==> src/verilog/fogp_pkg.sv <==
/*
  fogp_pkg: constants and types for the fail output and pin function block.
  Assumes a 40 MHz clock from the internal oscillator.
*/
`default_nettype none
package fogp_pkg;
  localparam int unsigned CLK_HZ        = 40000000;
  localparam int unsigned BLINK_MHZ     = 1250;          // 1.25 Hz in millihertz
  localparam int unsigned PWM_HZ        = 100;
  localparam int unsigned BLINK_PERIOD  = (CLK_HZ / BLINK_MHZ) * 1000;
  localparam int unsigned BLINK_HALF    = BLINK_PERIOD / 2;
  localparam int unsigned PWM_PERIOD    = CLK_HZ / PWM_HZ;
  localparam int unsigned PWM_DIV       = 40;            // duty step of 2.5 percent
  localparam int unsigned PWM_STEP      = PWM_PERIOD / PWM_DIV;
  localparam int unsigned BLINK_W       = 26;
  localparam int unsigned PWM_W         = 19;
  localparam int unsigned UV_FAIL_COUNT = 4;
  localparam logic [2:0]  UV_CNT_MAX    = 3'h4;
  localparam logic [1:0]  DUTY_RESET    = 2'h0;
  // duty in steps of 2.5 percent: 20, 10, 5, 2.5 percent
  localparam logic [5:0]  DUTY_20       = 6'h08;
  localparam logic [5:0]  DUTY_10       = 6'h04;
  localparam logic [5:0]  DUTY_5        = 6'h02;
  localparam logic [5:0]  DUTY_2P5      = 6'h01;

  typedef enum logic [1:0] {
    FOGP_CFG_1, FOGP_CFG_2, FOGP_CFG_3, FOGP_CFG_4
  } fogp_devcfg_e;

  typedef enum logic [2:0] {
    FOGP_NORMAL, FOGP_STOP, FOGP_SLEEP, FOGP_RESTART, FOGP_FAILSAFE
  } fogp_mode_e;

  typedef enum logic [1:0] {
    FOGP_PIN_FAIL, FOGP_PIN_OFF, FOGP_PIN_WAKE, FOGP_PIN_SWITCH
  } fogp_pinfn_e;

  typedef struct packed {
    logic watchdog_failure_flag_event;
    logic thermal_shutdown_level2;
    logic primary_regulator_short;
    logic overvoltage;
    logic undervoltage_event;
  } fogp_faults_s;

  typedef struct packed {
    logic [1:0] fn;     // fogp_pinfn_e encoding
    logic       high_side;
    logic       sw_on;
  } fogp_pincfg_s;

  typedef struct packed {
    logic o;
    logic oe;
  } fogp_pin_s;
endpackage : fogp_pkg
`default_nettype wire

==> src/verilog/fogp_fail_logic.sv <==
/*
  fogp_fail_logic: fault collection, failure flag and fail output drive,
  plus the alternate pin functions of the two pulsed fail pins.
  Assumes single 40 MHz clock, synchronous active-high reset, fault and
  control inputs synchronous to clk; pin levels arrive asynchronously.
*/
`timescale 1ns/100ps
`default_nettype none
module fogp_fail_logic (
  input  wire logic                  clk,
  input  wire logic                  reset,
  input  wire fogp_pkg::fogp_faults_s faults,
  input  wire logic                  faults_present,
  input  wire logic                  overvoltage_reset_enable,
  input  wire logic [1:0]            device_config,
  input  wire logic [2:0]            sbc_mode,
  input  wire logic                  wd_trigger_ok,
  input  wire logic                  sleep_entry,
  input  wire logic                  stop_wd_disable,
  input  wire logic                  uv_recovered,
  input  wire logic                  fail_test_activate,
  input  wire logic                  failure_clear,
  input  wire logic [1:0]            pwm_duty_select,
  input  wire logic                  duty_write,
  input  wire fogp_pkg::fogp_pincfg_s blink_pin_cfg,
  input  wire fogp_pkg::fogp_pincfg_s second_alt_pin_cfg,
  input  wire logic                  cfg_write,
  input  wire logic                  wake_clear,
  input  wire logic                  blink_pin_level,
  input  wire logic                  pwm_pin_level,
  output fogp_pkg::fogp_pin_s        static_fail_out,
  output fogp_pkg::fogp_pin_s        blink_fail_out,
  output fogp_pkg::fogp_pin_s        pwm_fail_out,
  output logic                       device_status_reg,
  output logic                       watchdog_failure_flag,
  output logic                       failsafe_request,
  output logic [1:0]                 wake_status_second,
  output logic [1:0]                 wake_level_status
);
  logic                   failure;
  logic                   next_failure;
  logic                   wd_flag;
  logic                   next_wd_flag;
  logic                   wd_seen;
  logic                   next_wd_seen;
  logic [2:0]             uv_cnt;
  logic [2:0]             next_uv_cnt;
  logic                   fo_active;
  logic                   next_fo_active;
  logic [1:0]             duty;
  logic [1:0]             next_duty;
  fogp_pkg::fogp_pincfg_s cfg2;
  fogp_pkg::fogp_pincfg_s cfg3;
  fogp_pkg::fogp_pincfg_s next_cfg2;
  fogp_pkg::fogp_pincfg_s next_cfg3;
  logic [1:0]             lvl_meta;
  logic [1:0]             lvl_sync;
  logic [1:0]             lvl_prev;
  logic [1:0]             wake_stat;
  logic [1:0]             next_wake_stat;
  logic [1:0]             lvl_out;
  logic [1:0]             next_lvl_out;
  logic                   fs_req;
  logic                   next_fs_req;
  logic                   wd_trip;
  logic                   wd_fs;
  logic                   other_trip;
  logic                   blink_low;
  logic                   pwm_low;
  fogp_pkg::fogp_pin_s    next_fo1;
  fogp_pkg::fogp_pin_s    next_fo2;
  fogp_pkg::fogp_pin_s    next_fo3;
  fogp_pkg::fogp_mode_e   mode;

  assign mode = fogp_pkg::fogp_mode_e'(sbc_mode);

  // pin drive for one pulsed pin from its configuration and the sbc mode
  function automatic fogp_pkg::fogp_pin_s pin_drive(
    input fogp_pkg::fogp_pincfg_s c, input fogp_pkg::fogp_mode_e m,
    input logic act, input logic wave_low);
    fogp_pkg::fogp_pin_s p;
    p = '{o: 1'b0, oe: 1'b0};
    case (c.fn)
      2'h0: begin
        p.oe = act & wave_low;
      end
      2'h3: begin
        // switch off in restart and fail-safe, held elsewhere
        if (c.sw_on && m != fogp_pkg::FOGP_RESTART && m != fogp_pkg::FOGP_FAILSAFE) begin
          p.oe = 1'b1;
          p.o  = c.high_side;
        end
      end
      default: p = '{o: 1'b0, oe: 1'b0}; // off and wake never drive
    endcase
    return p;
  endfunction : pin_drive

  // wake capable except in fail-safe
  function automatic logic wake_on(input fogp_pkg::fogp_pincfg_s c,
                                   input fogp_pkg::fogp_mode_e m);
    return (c.fn == 2'h2) && (m != fogp_pkg::FOGP_FAILSAFE);
  endfunction : wake_on

  // a pin reports its level only when it is not a fail output
  function automatic logic pin_is_gpio(input fogp_pkg::fogp_pincfg_s c);
    return c.fn != 2'h0;
  endfunction : pin_is_gpio

  // configuration and duty accept writes only in normal mode
  function automatic logic cfg_open(input fogp_pkg::fogp_mode_e m);
    return m == fogp_pkg::FOGP_NORMAL;
  endfunction : cfg_open

  fogp_wave u_wave (
    .clk             (clk),
    .reset           (reset),
    .run             (next_fo_active), // next value keeps pulsed pins aligned with static one
    .pwm_duty_select (duty),
    .blink_low       (blink_low),
    .pwm_low         (pwm_low)
  );

  // fault qualification and failure flag
  always_comb begin
    next_uv_cnt = uv_cnt;
    if (uv_recovered)
      next_uv_cnt = '0;
    else if (faults.undervoltage_event && uv_cnt != fogp_pkg::UV_CNT_MAX)
      next_uv_cnt = uv_cnt + 3'h1;
    next_wd_seen = wd_trigger_ok ? 1'b0 : wd_seen; // a new failure still beats a trigger
    wd_trip      = 1'b0;
    wd_fs        = 1'b0;
    if (faults.watchdog_failure_flag_event) begin
      next_wd_seen = 1'b1;
      case (device_config)
        2'h0: begin
          wd_trip = 1'b1;
          wd_fs   = 1'b1;
        end
        2'h1: begin
          wd_trip = wd_seen;
          wd_fs   = wd_seen;
        end
        default: begin
          wd_trip = wd_seen;
          wd_fs   = wd_seen;
        end
      endcase
    end
    other_trip = faults.thermal_shutdown_level2 | faults.primary_regulator_short
               | (faults.overvoltage & overvoltage_reset_enable)
               | (next_uv_cnt == fogp_pkg::UV_CNT_MAX && uv_cnt != fogp_pkg::UV_CNT_MAX);
    next_fs_req = other_trip | wd_fs;
    // the set wins over a clear in the same cycle
    next_failure = failure;
    if (failure_clear && !faults_present && !wd_flag)
      next_failure = 1'b0;
    if (wd_trip || other_trip)
      next_failure = 1'b1;
    next_wd_flag = wd_flag;
    if (wd_trigger_ok || sleep_entry || stop_wd_disable || other_trip)
      next_wd_flag = 1'b0;
    if (faults.watchdog_failure_flag_event && (device_config != 2'h1 || wd_seen))
      next_wd_flag = 1'b1;
    // failure activation persists through restart into normal
    next_fo_active = next_failure | fail_test_activate;
  end

  always_ff @(posedge clk) begin
    if (reset) begin
      failure   <= 1'b0;
      wd_flag   <= 1'b0;
      wd_seen   <= 1'b0;
      uv_cnt    <= '0;
      fo_active <= 1'b0;
      fs_req    <= 1'b0;
    end else begin
      failure   <= next_failure;
      wd_flag   <= next_wd_flag;
      wd_seen   <= next_wd_seen;
      uv_cnt    <= next_uv_cnt;
      fo_active <= next_fo_active;
      fs_req    <= next_fs_req;
    end
  end

  // configuration held outside normal mode, never altered by restart
  always_comb begin
    next_duty = duty;
    next_cfg2 = cfg2;
    next_cfg3 = cfg3;
    if (cfg_open(mode) && duty_write)
      next_duty = pwm_duty_select;
    if (cfg_open(mode) && cfg_write) begin
      next_cfg2 = blink_pin_cfg;
      next_cfg3 = second_alt_pin_cfg;
    end
  end

  always_ff @(posedge clk) begin
    if (reset) begin
      duty <= fogp_pkg::DUTY_RESET;
      cfg2 <= '0;
      cfg3 <= '0;
    end else begin
      duty <= next_duty;
      cfg2 <= next_cfg2;
      cfg3 <= next_cfg3;
    end
  end

  // pin level synchroniser; resets to the pulled-up idle level, so no false edge
  always_ff @(posedge clk) begin
    if (reset) begin
      lvl_meta <= '1;
      lvl_sync <= '1;
      lvl_prev <= '1;
    end else begin
      lvl_meta <= {pwm_pin_level, blink_pin_level};
      lvl_sync <= lvl_meta;
      lvl_prev <= lvl_sync;
    end
  end

  // wake latching and level report; a new wake beats a clear
  always_comb begin
    next_wake_stat = wake_clear ? 2'h0 : wake_stat;
    if (wake_on(cfg2, mode) && lvl_sync[0] != lvl_prev[0])
      next_wake_stat[0] = 1'b1;
    if (wake_on(cfg3, mode) && lvl_sync[1] != lvl_prev[1])
      next_wake_stat[1] = 1'b1;
    next_lvl_out = lvl_out;
    if (mode == fogp_pkg::FOGP_NORMAL || mode == fogp_pkg::FOGP_STOP) begin
      next_lvl_out[0] = pin_is_gpio(cfg2) ? lvl_sync[0] : 1'b0;
      next_lvl_out[1] = pin_is_gpio(cfg3) ? lvl_sync[1] : 1'b0; // shares test level bit
    end
  end

  // output drive: static pin and any pulsed pin in fail function follow one activation
  always_comb begin
    next_fo1 = '{o: 1'b0, oe: fo_active};
    next_fo2 = pin_drive(cfg2, mode, fo_active, blink_low);
    next_fo3 = pin_drive(cfg3, mode, fo_active, pwm_low);
  end

  always_ff @(posedge clk) begin
    if (reset) begin
      wake_stat             <= '0;
      lvl_out               <= '0;
      static_fail_out       <= '0;
      blink_fail_out        <= '0;
      pwm_fail_out          <= '0;
      device_status_reg     <= 1'b0;
      watchdog_failure_flag <= 1'b0;
      failsafe_request      <= 1'b0;
      wake_status_second    <= '0;
      wake_level_status     <= '0;
    end else begin
      wake_stat             <= next_wake_stat;
      lvl_out               <= next_lvl_out;
      static_fail_out       <= next_fo1;
      blink_fail_out        <= next_fo2;
      pwm_fail_out          <= next_fo3;
      device_status_reg     <= next_failure;
      watchdog_failure_flag <= next_wd_flag;
      failsafe_request      <= fs_req;
      wake_status_second    <= next_wake_stat;
      wake_level_status     <= next_lvl_out;
    end
  end
endmodule : fogp_fail_logic
`default_nettype wire

==> src/verilog/fogp_wave.sv <==
/*
  fogp_wave: blink and pwm waveform counters for the pulsed fail outputs.
  Assumes the single 40 MHz clock and a synchronous active-high reset.
*/
`timescale 1ns/100ps
`default_nettype none
module fogp_wave (
  input  wire logic       clk,
  input  wire logic       reset,
  input  wire logic       run,
  input  wire logic [1:0] pwm_duty_select,
  output logic            blink_low,
  output logic            pwm_low
);
  localparam int unsigned BLINK_W = fogp_pkg::BLINK_W;
  localparam int unsigned PWM_W   = fogp_pkg::PWM_W;

  logic [fogp_pkg::BLINK_W-1:0] blink_cnt;
  logic [fogp_pkg::BLINK_W-1:0] next_blink_cnt;
  logic [fogp_pkg::PWM_W-1:0]   pwm_cnt;
  logic [fogp_pkg::PWM_W-1:0]   next_pwm_cnt;
  logic                         next_blink_low;
  logic                         next_pwm_low;
  logic [5:0]                   duty_steps;
  logic [fogp_pkg::PWM_W-1:0]   duty_cycles;

  // duty select decode
  function automatic logic [5:0] duty_of(input logic [1:0] sel);
    case (sel)
      2'h0:    duty_of = fogp_pkg::DUTY_20;
      2'h1:    duty_of = fogp_pkg::DUTY_10;
      2'h2:    duty_of = fogp_pkg::DUTY_5;
      default: duty_of = fogp_pkg::DUTY_2P5;
    endcase
  endfunction : duty_of

  // counters restart with each activation so the first phase is always active
  always_comb begin
    duty_steps  = duty_of(pwm_duty_select);
    duty_cycles = PWM_W'(duty_steps * fogp_pkg::PWM_STEP);
    next_blink_cnt = blink_cnt;
    next_pwm_cnt   = pwm_cnt;
    next_blink_low = 1'b0;
    next_pwm_low   = 1'b0;
    if (run) begin
      next_blink_cnt = (blink_cnt == BLINK_W'(fogp_pkg::BLINK_PERIOD - 1)) ? '0
                       : blink_cnt + 1'b1;
      next_pwm_cnt   = (pwm_cnt == PWM_W'(fogp_pkg::PWM_PERIOD - 1)) ? '0
                       : pwm_cnt + 1'b1;
      next_blink_low = (blink_cnt < BLINK_W'(fogp_pkg::BLINK_HALF));
      next_pwm_low   = (pwm_cnt < duty_cycles);
    end else begin
      next_blink_cnt = '0;
      next_pwm_cnt   = '0;
    end
  end

  always_ff @(posedge clk) begin
    if (reset) begin
      blink_cnt <= '0;
      pwm_cnt   <= '0;
      blink_low <= 1'b0;
      pwm_low   <= 1'b0;
    end else begin
      blink_cnt <= next_blink_cnt;
      pwm_cnt   <= next_pwm_cnt;
      blink_low <= next_blink_low;
      pwm_low   <= next_pwm_low;
    end
  end
endmodule : fogp_wave
`default_nettype wire

==> config.mk <==
export PLATFORM = sky130hd
export DESIGN_NAME = fogp_fail_logic
export DESIGN_NICKNAME = d
export VERILOG_FILES = /design/src/verilog/fogp_pkg.sv /design/src/verilog/fogp_fail_logic.sv /design/src/verilog/fogp_wave.sv
export SDC_FILE = /design/constraint.sdc
export NUM_CORES = 1
export LEC_CHECK = 0
export BUFFER_PORTS_ARGS = -buffer_cell sky130_fd_sc_hd__buf_2
export CORE_MARGIN = 1
export CORE_UTILIZATION = 55
export DETAILED_ROUTE_END_ITERATION = 12
export PLACE_DENSITY_LB_ADDON = 0.12
export SLEW_MARGIN = 15
export SYNTH_ARGS = -nofsm -noshare
export SYNTH_HDL_FRONTEND = slang
export SYNTH_SLANG_ARGS = --single-unit
==> constraint.sdc <==
create_clock -name clk -period 4.5 [get_ports clk]
set_input_delay 0.675 -clock clk [delete_from_list [all_inputs] [get_ports clk]]
set_output_delay 0.675 -clock clk [all_outputs]
set_load 0.01 [all_outputs]
Word level (Yosys, flattened, before mapping)
Index checks and enable logic that the tools add are counted.
{"block": "classes", "n_addsub": 3, "n_lt_le_gt_ge": 2, "muxes": 20, "n_mul": 1, "bitwise_logic": 13, "reduce_logical": 39, "n_eq_ne": 16}
{"op": "$add A26 B1 Y26 const B", "count": 1}
{"op": "$eq A26 B25 Y1 const B", "count": 1}
{"op": "$lt A26 B24 Y1 const B", "count": 1}
{"op": "$add A19 B1 Y19 const B", "count": 1}
{"op": "$eq A19 B19 Y1 const B", "count": 1}
{"op": "$lt A19 B19 Y1", "count": 1}
{"op": "$logic_and A1 B1 Y1", "count": 15}
{"op": "$mul A4 B10 Y14 const B", "count": 1}
{"op": "$mux W1", "count": 14}
{"op": "$pmux W4 S3", "count": 1}
{"op": "$reduce_bool A2 Y1", "count": 6}
{"op": "$reduce_or A3 Y1", "count": 4}
{"op": "$eq A2 B2 Y1 const B", "count": 5}
{"op": "$logic_not A2 Y1", "count": 4}
{"op": "$logic_or A1 B1 Y1", "count": 6}
{"op": "$mux W3", "count": 2}
{"op": "$ne A3 B3 Y1 const B", "count": 2}
{"op": "$not A1 Y1", "count": 5}
{"op": "$or A1 B1 Y1", "count": 5}
{"op": "$pmux W1 S2", "count": 2}
{"op": "$add A3 B1 Y3 const B", "count": 1}
{"op": "$and A1 B1 Y1", "count": 3}
{"op": "$eq A3 B1 Y1 const B", "count": 1}
{"op": "$eq A3 B3 Y1 const B", "count": 1}
{"op": "other kinds (8)", "count": 10}
{"block": "totals", "reg_bits": 82, "inputBits": 35}

Logic depth before layout (Yosys ltp)
{"block": "depth", "word_depth": 12, "ltp_mapped": 12, "mapped_depth_nobuf": 12}

Cells and area by module
A second synthesis with hierarchy kept.
{"block": "unflattened", "cells_unflattened": 453, "area_unflattened_um2": 4035.1}
{"module": "fogp_wave", "seq_area_each_um2": 940.9, "cells_each": 300, "area_each_um2": 2621.3, "n_inst": 1}
{"module": "fogp_fail_logic", "seq_area_each_um2": 680.7, "cells_each": 153, "area_each_um2": 1413.9, "n_inst": 1}

Worst setup path after synthesis
No wires, ideal clock.
{"block": "synth_path", "kind": "register to register", "start": "register duty[0]", "end": "register u_wave.pwm_low", "required_time_ns": 4.422, "setup_time_ns": 0.078, "path_stages_with_launch": 12, "t_arrival_ns": 2.137, "path_slack_ns": 2.285, "n_path_buf": 0, "path_cell_list": "dfxtp_1 inv_1 ha_1 inv_1 mux2i_1 a21oi_1 xor2_1 ha_1 a41o_1 a211oi_1 o21ai_0 nor3_1"}
{"block": "synth_via", "elab_chain_cells": 4, "elab_cells_between_ends": 6, "classes_between": "mul: 1; order compare: 1; eq/ne: 2; mux: 1; reduce/logical: 1"}
{"item": "start, declared", "line": "fogp_fail_logic.sv:50", "text": "logic [1:0] duty;"}
{"item": "start signal, assigned", "line": "fogp_fail_logic.sv:203", "text": "duty <= fogp_pkg::DUTY_RESET;"}
{"item": "start signal, assigned", "line": "fogp_fail_logic.sv:207", "text": "duty <= next_duty;"}
{"item": "$eq A2 B2 Y1, or another cell as far along", "line": "fogp_wave.sv:29", "text": "case (sel)"}
{"item": "$pmux W4 S3 (*)", "line": "fogp_wave.sv:29"}
{"item": "$mul A4 B10 Y14 (*)", "line": "fogp_wave.sv:40", "text": "duty_cycles = PWM_W'(duty_steps * fogp_pkg::PWM_STEP);"}
{"item": "$lt A19 B19 Y1 (*)", "line": "fogp_wave.sv:51", "text": "next_pwm_low = (pwm_cnt < duty_cycles);"}
{"item": "end signal, assigned", "line": "fogp_wave.sv:68", "text": "pwm_low <= next_pwm_low;"}
{"item": "end, declared", "line": "fogp_wave.sv:13", "text": "output logic pwm_low"}
Every way passes the cells marked *; elsewhere a longest branch is shown, timed or not.
A chain may end at the register's enable or synchronous reset.

Worst setup path after layout
Ends and elaborated chain as after synthesis.

==> run metrics <==
Seq/Total Area, Yosys 41.7%; Post-CTS Setup Bufs 0; Slew HR between 40 and 50%; synthesis-to-finish area growth 12.4%; max incr delay on CP 0.45 ns; unrepaired setup endpoints after global routing false; registers with the most flip-flops u_wave.blink_cnt x26, u_wave.pwm_cnt x19; fill cell total of the finished layout 616; post-layout util ~64%; Clock power frac a little under two fifths; WS Path Type flop to flop; Worst-Margin Slew 0.869 ns; share of cells above drive strength 1 between 15 and 20%; post-synth cell types 53; Biggest register u_wave.blink_cnt; Setup Total Neg Slack 0 ns; main flop type after synthesis dfxtp_1; number of flip-flops in the largest register 26; reg-to-reg slack, setup slightly below 2 ns; core area between 0.006 and 0.007 mm^2; gr ovfl total 0; cts repair resizes 0; HPWL after DPL about 5400 um; worst vdd ir 0.203 mV; Area contributors post-synth dfxtp_1, ha_1, xor2_1; Yosys top cell by area dfxtp_1; Int Power slightly below 1 mW; synthesized net count 511; most common library cells after synthesis dfxtp_1, nor2_1, nand2_1, xor2_1, nand3_1; H-tree depth 3; I/O Pins 48; Final ANT Viol Nets 0; vias per cell about 5.2; top-count cell post-synth dfxtp_1; fmax roughly 390 MHz; fin crit share between 50 and 60%; Hold Fails Final Rpt 0; Cell Chain, Critical Path inv_1 > ha_1 > inv_1 > mux2i_1 > a21oi_1 > xor2_1 > ha_1 > a41o_1 > a211oi_1 > o21ai_0 > nor3_1; CP max FO 6; Hold WC Path Type flop to flop; worst setup path startpoint duty[0]; CTS Buffer Depth 2; hold buffer count at CTS 0; Yosys top cell area share a little over two fifths; Root Buffer clkbuf_8; Cells after Synth between 400 and 500; routability cong. 0.828; drt first pass iters 4; CP max stage cell dfxtp_1; clock slew at reported path FFs around 0.090 ns; Final setup viols 0; final net count ~560; global-route wire length before repair 12900 um; Worst Path Buf+Inv 2; status completed; vias in the first global route roughly 3000; worst-skew pair later-pin latency around 0.35 ns; Slew Viols, Final 0; Die X-Extent 86.1 um; Async SR Flop Fraction 0%; FF-to-FF path depth 11; capturing point of the worst reg2reg path u_wave.pwm_low; routed wire length around 7500 um; pwr dens around 300 mW/mm^2; CP required ~4.8 ns; DRC 0; Post-synth EDFFs 0; yosys warns 0; Die H between 80 and 90 um; CP Depth 11; Reg area ~0.0016 mm^2; Seq pwr share approximately 56%; Post-Layout Cell Count a little under 600; Final min period approximately 2.6 ns; area of the multi-input gates 0.00213 mm^2; NetSw ~0.34 mW; CTS buffer count 9; Final Skew ~0.014 ns; CP Launch Type flop; violation count after the first detailed-route iteration between 80 and 90; Max Cap Viol 0; FF+latch count, synth 81; logic gate share of total power 6.3%; endpoint class of the critical path flop; antenna fix cells 0; Num Clock Sinks 81; GRT Total Usage 21.9%; Routed wire per std cell around 13 um; initial antenna violation count 0; Net Sw Frac around 25%; PortBufs 46; row cnt 30; worst endpoint data arrival time roughly 2.8 ns; delay-heaviest family, CP compound AO/OA/AOI/OAI gates; Placed Instances 577; synthesized area between 0.003 and 0.004 mm^2; die area 0.00741 mm^2; routed via count 3098; Starting Density between 50% and 60%; Leak 1.73 nW; pin count of the biggest net entering global routing 35; Critical Path End u_wave.pwm_low; worst r2r src duty[0]; Pwr Total between 1 and 1.5 mW; CTS tree yes; Mapped Avg Cell Area slightly below 9 um^2
==> cells in the final DEF (no fill, tap or decap), drive strengths merged, types with 2 or more instances in the layout <==
cell and instances:
a32oi 2, o21bai 2, nand3b 2, a41oi 2
and3 5, nand3 31, xor2 35, nand4 10
or2 8, a2111oi 2, nor4 8, ha 29
dfxtp 81, and4 2, o21a 2, nor2 67
inv 25, o31ai 2, a22oi 2, a211oi 4
xnor2 12, buf 46, clkbuf 10, a21oi 18
nor3b 2, nand2 45, nor3 10, nor2b 5
o21ai 7
==> cells by family after synthesis <==
logic type	after synthesis	synth area share, %
and+or+nand+nor	202	24.7
DFF	81	41.7
AOI/OAI and AO/OA	52	9.49
xor gates and xnor gates	47	10.6
buffers and inverters	33	3.44
adders and majority gates	29	9.33
muxes	2	0.643
other	1	0.0964
==> worst min path at each step <==
| stage | from | endpoint | slack (ns) | cells past startpoint |
|---|---|---|---|---|
| 2_1_floorplan | lvl_meta[0] | lvl_sync[0] | 0.39 | 1 |
| 3_3_place_gp | lvl_meta[1] | lvl_sync[1] | 0.39 | 1 |
| 3_5_place_dp | lvl_meta[1] | lvl_sync[1] | 0.40 | 1 |
| 4_1_cts | lvl_meta[0] | lvl_sync[0] | 0.42 | 1 |
| 5_1_grt | lvl_meta[0] | lvl_sync[0] | 0.44 | 1 |
| 6_report | lvl_meta[1] | lvl_sync[1] | 0.42 | 1 |
==> layer usage <==
metal / vias to the layer above / GRT usage [%] / share of wire, %
met3: 11 / 5.77 / 2.9
met4: 0 / 7.42 / 1.4
met1: 1432 / 27.6 / 49
met2: 44 / 36.2 / 47
li1: 1611 / - / -
met5: - / 0 / 0
==> power groups by stage <==
| stage | clock network [mW] | logic, mW | registers (mW) |
|---|---|---|---|
| 2_1_floorplan | 0 | 0.0518 | 0.759 |
| 6_report | 0.502 | 0.0832 | 0.743 |
| 5_1_grt | 0.544 | 0.0948 | 0.745 |
| 3_3_place_gp | 0 | 0.0815 | 0.759 |
| 4_1_cts | 0.512 | 0.0842 | 0.743 |
| 3_5_place_dp | 0 | 0.0835 | 0.760 |
==> layout make-up <==
type,count,area share (%)
clock inverters,6,1.09
well taps,96,2.75
flip-flops and latches,81,37.1
multi-input cells,333,48.8
inverters,21,1.80
clock buffers,10,3.15
repair buffers,46,5.27
==> metrics by stage <==
| stage | hold WS [ns] | instance area (um^2) | setup slack [ns] |
|---|---|---|---|
| after global placement | 0.391 | 4180 | 2.07 |
| after detailed placement | 0.399 | 4180 | 2.01 |
| after global routing | 0.443 | 4370 | 1.77 |
| final | 0.421 | 4370 | 1.94 |
| after CTS | 0.421 | 4370 | 1.98 |
| after floorplan | 0.389 | 3890 | 2.29 |
(Power assumes the default switching activity.)
